**config.mk**
```make
export PLATFORM = sky130hd
export DESIGN_NAME = sws_top
export DESIGN_NICKNAME = d
export VERILOG_FILES = /design/src/sws_pkg.sv /design/src/sws_pin_sync.sv /design/src/sws_rc_flag.sv /design/src/sws_top.sv
export SDC_FILE = /design/constraint.sdc
export NUM_CORES = 1
export LEC_CHECK = 0
export BUFFER_PORTS_ARGS = -buffer_cell sky130_fd_sc_hd__buf_2
export CAP_MARGIN = 0
export CORE_AREA = 2 2 92 59
export CTS_BUF_LIST = sky130_fd_sc_hd__clkbuf_16
export DETAILED_ROUTE_END_ITERATION = 12
export DIE_AREA = 0 0 94 61
export PLACE_DENSITY = 0.76
export SETUP_SLACK_MARGIN = 0.2
export SYNTH_ARGS = -nofsm -noshare
export SYNTH_HDL_FRONTEND = slang
export SYNTH_SLANG_ARGS = --single-unit
export TNS_END_PERCENT = 30
```
**constraint.sdc**
```tcl
create_clock -name clk_sys_i -period 3.4 [get_ports clk_sys_i]
set_clock_uncertainty 0.15 [all_clocks]
set_input_delay 0.85 -clock clk_sys_i [delete_from_list [all_inputs] [get_ports clk_sys_i]]
set_output_delay 0.85 -clock clk_sys_i [all_outputs]
set_load 0.05 [all_outputs]
```
**src/sws_pkg.sv**
```systemverilog
`default_nettype none
package sws_pkg;
  // register port
  localparam int ADDR_W = 7;
  localparam int DATA_W = 16;
  localparam logic [6:0] ADDR_STATUS = 7'h60;
  localparam logic [6:0] ADDR_FRAME_ERROR_COUNT = 7'h61;
  localparam logic [15:0] STATUS_RESET = 16'h0000;
  localparam logic [15:0] FRAME_ERROR_COUNT_RESET = 16'h0000;

  // status field positions
  localparam int BIT_SYNC = 6;
  localparam int BIT_PATTERN = 5;
  localparam int BIT_FRAME = 4;
  localparam int BIT_SILENCE = 3;
  localparam int BIT_ACTIVE = 2;

  // frame error counter
  localparam int CNT_W = 6;
  localparam logic [5:0] CNT_ZERO = 6'h00;
  localparam logic [5:0] CNT_ONE = 6'h01;
  localparam logic [5:0] CNT_OVF = 6'h20;

  // transceiver mode
  localparam int MODE_W = 3;
  localparam int MODE_ENABLE_BIT = 2;
  localparam logic [2:0] MODE_NO_ACTIVATE = 3'h4;

  // timing
  localparam int CLK_PERIOD_NS = 5;
  localparam int SILENCE_US = 1000;
  localparam int SILENCE_CYCLES =
    (SILENCE_US * 1000 + CLK_PERIOD_NS - 1) / CLK_PERIOD_NS;
  localparam int SIL_W = 24;
  localparam logic [23:0] SIL_ONE = 24'h000001;
  localparam logic [23:0] SIL_ZERO = 24'h000000;
endpackage : sws_pkg
`default_nettype wire

```
**src/sws_pin_sync.sv**
```systemverilog
`timescale 1ns/1ps
`default_nettype none
module sws_pin_sync (
  input wire logic clk_sys_i,
  input wire logic resetn_i,
  input wire logic pin_i,
  output logic level_o
);
  logic ff1_reg;
  logic ff2_reg;
  logic ff3_reg;
  logic level_reg;
  logic level_next;

  // a change is accepted only once the last two stages agree
  always_comb begin
    level_next = level_reg;
    if (ff2_reg == ff3_reg) begin
      level_next = ff3_reg;
    end
  end

  // bus idles recessive, hence reset to one
  always_ff @(posedge clk_sys_i or negedge resetn_i) begin
    if (!resetn_i) begin
      ff1_reg <= 1'b1;
      ff2_reg <= 1'b1;
      ff3_reg <= 1'b1;
      level_reg <= 1'b1;
    end else begin
      ff1_reg <= pin_i;
      ff2_reg <= ff1_reg;
      ff3_reg <= ff2_reg;
      level_reg <= level_next;
    end
  end

  assign level_o = level_reg;
endmodule : sws_pin_sync
`default_nettype wire

```
**src/sws_rc_flag.sv**
```systemverilog
`timescale 1ns/1ps
`default_nettype none
module sws_rc_flag (
  input wire logic clk_sys_i,
  input wire logic resetn_i,
  input wire logic set_i,
  input wire logic clr_i,
  output logic flag_o
);
  logic flag_reg;
  logic flag_next;

  // set wins over a clear in the same cycle, so no event is lost
  always_comb begin
    flag_next = flag_reg;
    if (clr_i) begin
      flag_next = 1'b0;
    end
    if (set_i) begin
      flag_next = 1'b1;
    end
  end

  always_ff @(posedge clk_sys_i or negedge resetn_i) begin
    if (!resetn_i) begin
      flag_reg <= 1'b0;
    end else begin
      flag_reg <= flag_next;
    end
  end

  assign flag_o = flag_reg;
endmodule : sws_rc_flag
`default_nettype wire

```
**src/sws_top.sv**
```systemverilog
// Notes on behaviour
// sync bit 6 goes high only after an error-free frame and is low while selective wake is off.
// wake-pattern bit 5 and wake-frame bit 4 set on detection and clear when the status is read.
// read-only silence bit 3 is one once the bus stayed silent longer than the silence time; the code times silence and sets it only while active.
// read-only activity bit 2 is set while active, needing system error clear, config valid and mode bit 2 set.
// selective wake activates only on a transceiver mode change, never when the new mode is 100.
// reserved bits read zero: status 15:7 and 1:0, counter register 15:6.
// the counter register shows a 6-bit error count in 5:0, zero for none, 32 for overflow.
// each frame received with an error while active adds one to the counter.
// each valid frame takes one off the counter while it is nonzero; at zero it stays.
// at 32 selective wake is disabled, system error is set and plain pattern wake is enabled.
// at overflow the counter holds until a new mode change re-enables selective wake.
`timescale 1ns/1ps
`default_nettype none
module sws_top
  import sws_pkg::*;
#(
  parameter int SIL_CYCLES_P = SILENCE_CYCLES
) (
  input wire logic clk_sys_i,
  input wire logic resetn_i,
  input wire logic can_rxd_i,
  input wire logic frame_ok_i,
  input wire logic frame_err_i,
  input wire logic wake_pattern_i,
  input wire logic wake_frame_i,
  input wire logic [2:0] can_mode_i,
  input wire logic config_valid_flag_i,
  input wire logic sys_err_clr_i,
  input wire logic rd_en_i,
  input wire logic [6:0] rd_addr_i,
  output logic [15:0] rd_data_o,
  output logic rd_valid_o,
  output logic wake_activity_flag_o,
  output logic system_error_flag_o,
  output logic can_wake_en_o
);
  localparam logic [23:0] SIL_LIMIT = SIL_CYCLES_P[23:0];

  logic rx_level;
  logic rx_prev_reg;
  logic rx_prev_next;
  logic rx_edge;
  logic [2:0] mode_prev_reg;
  logic [2:0] mode_prev_next;
  logic mode_change;
  logic act_cond;
  logic active_reg;
  logic active_next;
  logic sync_reg;
  logic sync_next;
  logic [23:0] sil_cnt_reg;
  logic [23:0] sil_cnt_next;
  logic bus_silence_flag_reg;
  logic bus_silence_flag_next;
  logic [5:0] frame_error_count_reg;
  logic [5:0] frame_error_count_next;
  logic system_error_flag_reg;
  logic system_error_flag_next;
  logic can_wake_en_reg;
  logic can_wake_en_next;
  logic [15:0] rd_data_reg;
  logic [15:0] rd_data_next;
  logic rd_valid_reg;
  logic rd_valid_next;
  logic status_read;
  logic wake_pattern_flag;
  logic wake_frame_flag;
  logic [15:0] status_word;
  logic [15:0] frame_error_count_word;

  sws_pin_sync u_rx_sync (
    .clk_sys_i(clk_sys_i),
    .resetn_i(resetn_i),
    .pin_i(can_rxd_i),
    .level_o(rx_level)
  );

  assign status_read = rd_en_i && (rd_addr_i == ADDR_STATUS);

  sws_rc_flag u_pattern_flag (
    .clk_sys_i(clk_sys_i),
    .resetn_i(resetn_i),
    .set_i(wake_pattern_i),
    .clr_i(status_read),
    .flag_o(wake_pattern_flag)
  );

  sws_rc_flag u_frame_flag (
    .clk_sys_i(clk_sys_i),
    .resetn_i(resetn_i),
    .set_i(wake_frame_i),
    .clr_i(status_read),
    .flag_o(wake_frame_flag)
  );

  assign rx_edge = rx_level != rx_prev_reg;
  assign mode_change = can_mode_i != mode_prev_reg;
  assign act_cond = !system_error_flag_reg && config_valid_flag_i
    && can_mode_i[MODE_ENABLE_BIT];

  // activation, overflow reaction and system error
  always_comb begin
    rx_prev_next = rx_level;
    mode_prev_next = can_mode_i;
    active_next = active_reg && act_cond;
    system_error_flag_next = system_error_flag_reg;
    can_wake_en_next = can_wake_en_reg;
    if (sys_err_clr_i) begin
      system_error_flag_next = 1'b0;
    end
    if (mode_change) begin
      active_next = act_cond && (can_mode_i != MODE_NO_ACTIVATE);
      if (active_next) begin
        can_wake_en_next = 1'b0;
      end
    end
    // overflow wins over any activation in the same cycle
    if (active_reg && frame_error_count_reg == CNT_OVF) begin
      active_next = 1'b0;
      system_error_flag_next = 1'b1;
      can_wake_en_next = 1'b1;
    end
  end

  always_ff @(posedge clk_sys_i or negedge resetn_i) begin
    if (!resetn_i) begin
      rx_prev_reg <= 1'b1;
      mode_prev_reg <= 3'h0;
      active_reg <= 1'b0;
      system_error_flag_reg <= 1'b0;
      can_wake_en_reg <= 1'b0;
    end else begin
      rx_prev_reg <= rx_prev_next;
      mode_prev_reg <= mode_prev_next;
      active_reg <= active_next;
      system_error_flag_reg <= system_error_flag_next;
      can_wake_en_reg <= can_wake_en_next;
    end
  end

  // sync, silence timer and frame error counter
  always_comb begin
    sync_next = sync_reg;
    sil_cnt_next = sil_cnt_reg;
    bus_silence_flag_next = bus_silence_flag_reg;
    frame_error_count_next = frame_error_count_reg;
    if (!active_reg) begin
      sync_next = 1'b0;
      sil_cnt_next = SIL_ZERO;
      bus_silence_flag_next = 1'b0;
    end else begin
      if (frame_ok_i) begin
        sync_next = 1'b1;
      end
      // saturate so a long quiet bus never wraps the timer
      if (rx_edge) begin
        sil_cnt_next = SIL_ZERO;
        bus_silence_flag_next = 1'b0;
      end else if (sil_cnt_reg < SIL_LIMIT) begin
        sil_cnt_next = sil_cnt_reg + SIL_ONE;
      end else begin
        bus_silence_flag_next = 1'b1;
      end
      // an error beats a valid frame reported in the same cycle
      if (frame_error_count_reg == CNT_OVF) begin
        frame_error_count_next = CNT_OVF;
      end else if (frame_err_i) begin
        frame_error_count_next = frame_error_count_reg + CNT_ONE;
      end else if (frame_ok_i && frame_error_count_reg != CNT_ZERO) begin
        frame_error_count_next = frame_error_count_reg - CNT_ONE;
      end
    end
    // a fresh activation starts counting from zero
    if (!active_reg && active_next) begin
      frame_error_count_next = CNT_ZERO;
    end
  end

  always_ff @(posedge clk_sys_i or negedge resetn_i) begin
    if (!resetn_i) begin
      sync_reg <= 1'b0;
      sil_cnt_reg <= SIL_ZERO;
      bus_silence_flag_reg <= 1'b0;
      frame_error_count_reg <= CNT_ZERO;
    end else begin
      sync_reg <= sync_next;
      sil_cnt_reg <= sil_cnt_next;
      bus_silence_flag_reg <= bus_silence_flag_next;
      frame_error_count_reg <= frame_error_count_next;
    end
  end

  // read port
  always_comb begin
    status_word = STATUS_RESET;
    status_word[BIT_SYNC] = sync_reg;
    status_word[BIT_PATTERN] = wake_pattern_flag;
    status_word[BIT_FRAME] = wake_frame_flag;
    status_word[BIT_SILENCE] = bus_silence_flag_reg;
    status_word[BIT_ACTIVE] = active_reg;
    frame_error_count_word = FRAME_ERROR_COUNT_RESET;
    frame_error_count_word[CNT_W-1:0] = frame_error_count_reg;
  end

  always_comb begin
    rd_valid_next = rd_en_i;
    rd_data_next = 16'h0000;
    if (rd_en_i) begin
      case (rd_addr_i)
        ADDR_STATUS: begin
          rd_data_next = status_word;
        end
        ADDR_FRAME_ERROR_COUNT: begin
          rd_data_next = frame_error_count_word;
        end
        default: begin
          rd_data_next = 16'h0000;
        end
      endcase
    end
  end

  always_ff @(posedge clk_sys_i or negedge resetn_i) begin
    if (!resetn_i) begin
      rd_data_reg <= 16'h0000;
      rd_valid_reg <= 1'b0;
    end else begin
      rd_data_reg <= rd_data_next;
      rd_valid_reg <= rd_valid_next;
    end
  end

  assign rd_data_o = rd_data_reg;
  assign rd_valid_o = rd_valid_reg;
  assign wake_activity_flag_o = active_reg;
  assign system_error_flag_o = system_error_flag_reg;
  assign can_wake_en_o = can_wake_en_reg;
endmodule : sws_top
`default_nettype wire

```
Yosys cells after proc, flatten, opt, wreduce, memory -nomap -nowiden
Index checks and enable logic that the tools add are counted.
Word-level totals
  register bits after elaboration: 62
  latch bits: 0
  memory bits (writable): 0
  memory bits (read-only): 0
  input port bits: 20
  output and inout bits: 20
  logic and storage cells: 76
  memories: 0
Operators by class
  add/sub/neg operators: 3
  multiply operators: 0
  divide/modulo/power cells: 0
  magnitude comparators: 1
  equal/unequal tests: 10
  shift-type cells: 0
  multiplexer cells: 25
  bitwise logic cells: 0
  reductions and logical operators: 20
Operators by type and width (count)
  24-bit 2-to-1 mux: 3
  6-bit 2-to-1 mux: 5
  24-bit by 1-bit adder with 24-bit output, second input constant: 1
  24-bit by 18-bit less-than comparator with 1-bit output, second input constant: 1
  1-bit 2-to-1 mux: 15
  7-bit equality test, second input constant: 2
  7-bit case mux with 2 select lines: 1
  2-bit nonzero test: 6
  1-bit logical AND: 8
  7-bit 2-to-1 mux: 1
  6-bit by 1-bit adder with 6-bit output, second input constant: 1
  6-bit equality test, second input constant: 1
  3-bit != test, second input constant: 2
  6-bit nonzero test: 1
  6-bit by 1-bit subtractor with 6-bit output, second input constant: 1
  2-bit AND reduction: 2
  4-bit nonzero test: 1
  3-bit by 2-bit != test with 1-bit output, second input constant: 1
  3-bit != test: 1
  1-bit logical NOT: 2
  2-bit != test, second input constant: 1
  1-bit equality test: 1
  1-bit != test: 1

Logic depth before layout (Yosys ltp)
  depth in word-level cells: 9
  mapped depth: 7
  depth with buffers taken out: 7

Hierarchy
A second synthesis with hierarchy kept.
Unflattened totals
  cell total of the unflattened synthesis: 263
  area total of the unflattened synthesis: 2631.3 um^2
By module, submodules not included
  sws_top: instances 1, cells each 252, area an instance 2442.3 um^2, seq. area each 1177.4 um^2
  sws_pin_sync: instances 1, cells each 5, area an instance 116.4 um^2, seq. area each 105.1 um^2
  sws_rc_flag: instances 2, cells each 3, area an instance 36.3 um^2, seq. area each 25.0 um^2

Worst setup path before layout
Ideal clock, no wire load.
  kind: input to register
  from: input port frame_err_i
  to: register frame_error_count_reg[5]
  data arrival time: 2.228 ns
  data required time: 3.149 ns
  slack: 0.922 ns
  cell stages on the path: 7
  path buffers: 0
  cells stage by stage: inv_1 > ha_1 > a211oi_1 > o21bai_1 > a21oi_1 > mux2_2 > o32ai_1
Between the ends
  word-level cells in the longest chain between the ends: 4
  elaborated cells between the ends (all ways): 6
  classes of those cells: 4 x mux; 2 x reduce/logical
RTL lines
  start, declared: RTL line sws_top.sv:24  | input wire logic frame_err_i,
  6-bit 2-to-1 mux: RTL line sws_top.sv:168  | end else if (frame_err_i) begin
  6-bit 2-to-1 mux: RTL line sws_top.sv:166  | if (frame_error_count_reg == CNT_OVF) begin
  6-bit 2-to-1 mux: RTL line sws_top.sv:148  | if (!active_reg) begin
  6-bit 2-to-1 mux: RTL line sws_top.sv:175  | if (!active_reg && active_next) begin
  end signal, assigned: RTL line sws_top.sv:190  | frame_error_count_reg <= frame_error_count_next;
  end, declared: RTL line sws_top.sv:56  | logic [5:0] frame_error_count_reg;
Several ways; a longest one is shown, not always the timed one. The select of a mux whose other input is x is not followed.
A chain may end at the register's enable or synchronous reset.

Final worst setup path
Same ends and word-level chain as after synthesis.

==> parameters.txt <==
Parameter                              Value

Run status
  Status ... finished, final reports clean

Cells and area
  Share of layout cells above drive strength 1 ... 16.7%
  Diodes inserted ... 0
  Total of fill cells in the finished design ... 446
  Flip-flop count of the largest register after layout ... 24
  FF/Latch Area ... 0.00133 mm2
  Count of nets after finishing ... 312
  Multi-input logic area ... 0.00116 mm2
  Share of the core filled with cells ... 59.8%
  Area Growth Syn to Fin ... 11.7%

Synthesis
  Average instance area after synthesis ... 10.2 um2
  Netlist Area Pre-Place ... 0.00261 mm2
  Post-Syn Instances ... 257
  Number of flops mapped to enable cells by yosys ... 0
  Cell taking the most area after synthesis ... sky130_fd_sc_hd__dfrtp_1
  Share of the synthesized area in the top cell type ... 46.0%
  Cell types with the largest area share after synthesis ... sky130_fd_sc_hd__dfrtp_1 46%, sky130_fd_sc_hd__dfstp_2 5.0%, sky130_fd_sc_hd__a21oi_1 3.3%
  Async set-or-reset flop fraction in the synthesized netlist ... 100%
  Number of synthesized register bits ... 53
  Share of synthesized area occupied by flip-flops and latches ... 51.0%
  Count of distinct cell types in the synthesized netlist ... 49
  Number of warnings issued by yosys ... 0
  Most instantiated flip-flop cell in the synthesis netlist ... sky130_fd_sc_hd__dfrtp_1

Timing
  Fin crit share ... 74.5%
  RSZ-0062 raised after global routing ... no
  Final max-slew violation count ... 0
  Slew margin rel. ... 51.0%
  Sum Neg Setup Slack ... 0 ps
  Transition at the pin with the smallest max-transition slack ... 734 ps
  Maximum clock frequency ... 0.395 GHz
  Min cycle time layout ... 2530 ps
  Number of setup violations in the final report ... 0
  Final hold vios ... 0

Worst setup path
  Number of buffer and inverter stages on the critical path ... 2
  Worst Path Arrival ... 2580 ps
  Kind of critical path ... in -> reg
  Highest net fanout along the worst path ... 7
  Crit path largest cell delay ... 360 ps
  Critical path launch point type ... primary input
  Top Family by Delay on Critical Path ... compound AO/OA/AOI/OAI gates
  CP endpoint kind ... flip-flop
  Critical-path cell list ... buf_2, inv_1, ha_1, a211oi_1, o21bai_1, a21oi_1, mux2_2, o32ai_1
  Cell type of the slowest stage on the worst timing path ... sky130_fd_sc_hd__mux2_2
  Required time of the critical path ... 3440 ps

Floorplan
  DIE AREA ... 0.00573 mm2
  Horizontal die dimension ... 94 um
  Core Region ... 0.00488 mm2
  Boundary Pins ... 40
  Height of the die ... 61 um
  Initial Utilization ... 53.6%
  Cell row count ... 20

Clock network
  Quantity of gates resized following cts ... 0
  Number of buffers added for setup after CTS ... 0
  Number of buffers created by CTS ... 5
  TritonCTS clock tree ... done
  Clock latency at the later pin of the worst-skew pair ... 290 ps
  Maximum number of buffers from clock root to sink ... 2
  Number of clock sinks ... 53
  Clock-pin transition on the worst setup and hold timing paths ... 70 ps
  Maximum level of the CTS H-tree ... 2
  Library cell used as clock root buffer ... sky130_fd_sc_hd__clkbuf_16
  Count of hold-fix buffers inserted at cts ... 0

Placed design
  Global placer's final weighted congestion ... 0.867
  Detailed Place HPWL ... 3720 um
  Port Buffer Count ... 30

Power
  Net load switching power ... 483 uW
  Static leakage ... 0.00140 uW
  IR drop worst, VDD ... 0.294 mV
  Proportion of power drawn by flip-flops and latches ... 47.0%
  Sw Share ... 30.9%
  Internal power consumption ... 1080 uW
  Clock share of power ... 30.6%
  Logic pwr share ... 22.4%
  Power Dens Cells ... 535 mW/mm2

GRT
  Pin count of the biggest net entering global routing ... 30
  Residual overflow from global routing ... 0
  Vias in the first global route ... 1842
  Overall track demand over capacity in global routing ... 20.7%
  Number of antenna violations at the first check in global routing ... 0
  First-pass GRT wire length ... 8980 um

Drt
  DRC violation count after routing ... 0
  Overall routed net length ... 5140 um
  Number of antenna-violating nets in the routed design ... 0
  Total number of vias ... 2012
  Routed vias/inst ... 5.70
  Initial drt markers ... 201
  DR pass1 iterations ... 4
  Average routed wire per standard cell ... 14.6 um

Run
  MaxCap Viol Count ... 0

Worst hold path
  Hold Crit Class ... reg -> reg
==> metal layers <==
| layer | track usage (%) | vias to the layer above | share of wire [%] |
|---|---|---|---|
| li1 | - | 982 | - |
| met3 | 4.47 | 5 | 7.0 |
| met2 | 30.0 | 72 | 41 |
| met4 | 6.21 | 0 | 0.82 |
| met1 | 31.5 | 953 | 52 |
| met5 | 0 | - | 0 |
==> placed cells by master, fill, tap and decap left out, drive strengths merged, types with 3 or more instances in the layout <==
| cell type | Yosys | layout |
|---|---|---|
| a21o | 5 | 5 |
| a21oi | 17 | 17 |
| and3 | 11 | 11 |
| buf | 11 | 32 |
| clkbuf | 7 | 5 |
| conb | 1 | 9 |
| dfrtp | 48 | 48 |
| dfstp | 5 | 5 |
| ha | 5 | 5 |
| inv | 10 | 12 |
| mux2i | 8 | 8 |
| nand2 | 18 | 18 |
| nand3 | 12 | 12 |
| nand4 | 4 | 4 |
| nor2 | 17 | 17 |
| nor3 | 3 | 3 |
| o211ai | 3 | 3 |
| o21ai | 15 | 15 |
| o2bb2ai | 4 | 4 |
| o31ai | 4 | 4 |
| or3 | 5 | 5 |
| or4 | 10 | 10 |
| xnor2 | 4 | 4 |
| xor2 | 3 | 3 |
==> cells in the mapped netlist, drive strengths merged (2+ instances only) <==
cell type  count
a21oi         17
o21ai         15
or4           10
mux2i          8
dfstp          5
o2bb2ai        4
o41ai          2
xnor2          4
nand2b         2
o211ai         3
ha             5
nor4b          2
nand2         18
xor2           3
nand4          4
dfrtp         48
nor4           2
nor2          17
a21o           5
and3          11
nand3         12
nor3           3
inv           10
clkbuf         7
o31ai          4
or2            2
or3            5
buf           11
==> power groups by stage <==
stage          clock (uW)  sequential (uW)  combinational (uW)
2_1_floorplan           0              747                 250
3_3_place_gp            0              742                 338
3_5_place_dp            0              745                 346
4_1_cts               489              734                 348
5_1_grt               520              742                 389
6_report              479              734                 349
==> area by class of cell <==
type	count	area share, %
sequential	53	45.6
multi-input combinational	184	39.9
inverter	10	1.29
tap	66	2.83
clock inverter	3	0.428
timing repair buffer	32	5.66
clock buffer	5	4.28
==> metrics by stage <==
stage	total power, uW	hold slack, ps	instances	cell area (um2)	setup WS [ps]
after floorplan	997	195	265	2640	922
after CTS	1570	206	353	2920	881
after global placement	1080	196	345	2780	675
after detailed placement	1090	201	345	2780	584
after global routing	1650	213	353	2920	788
final	1560	205	353	2920	867
==> cells by family (layout without fill, tap and decap cells) <==
| logic type | Yosys count | count (layout) | share of synthesized area (%) |
|---|---|---|---|
| compound gates | 58 | 58 | 14.3 |
| mux | 9 | 9 | 3.49 |
| xor+xnor | 7 | 7 | 2.35 |
| buf+inv | 28 | 50 | 5.60 |
| fa+ha+maj | 7 | 7 | 3.54 |
| flops | 53 | 53 | 51.0 |
| other cells | 1 | 9 | 0.143 |
| simple gates | 94 | 94 | 19.6 |
==> worst paths after layout <==
check,startpoint,to,slack (ps),cells past startpoint
hold reg to reg,u_rx_sync.ff1_reg,u_rx_sync.ff2_reg,210,0
hold / removal,u_rx_sync.ff1_reg,u_rx_sync.ff2_reg,210,0
setup reg to reg,sil_cnt_reg[15],sil_cnt_reg[8],920,4
min in group asynchronous,resetn_i,frame_error_count_reg[5],340,1
max in group asynchronous,resetn_i,u_frame_flag.flag_o,2130,2
setup / recovery,frame_err_i,frame_error_count_reg[5],870,8
Power figures use the tool's default switching activity.
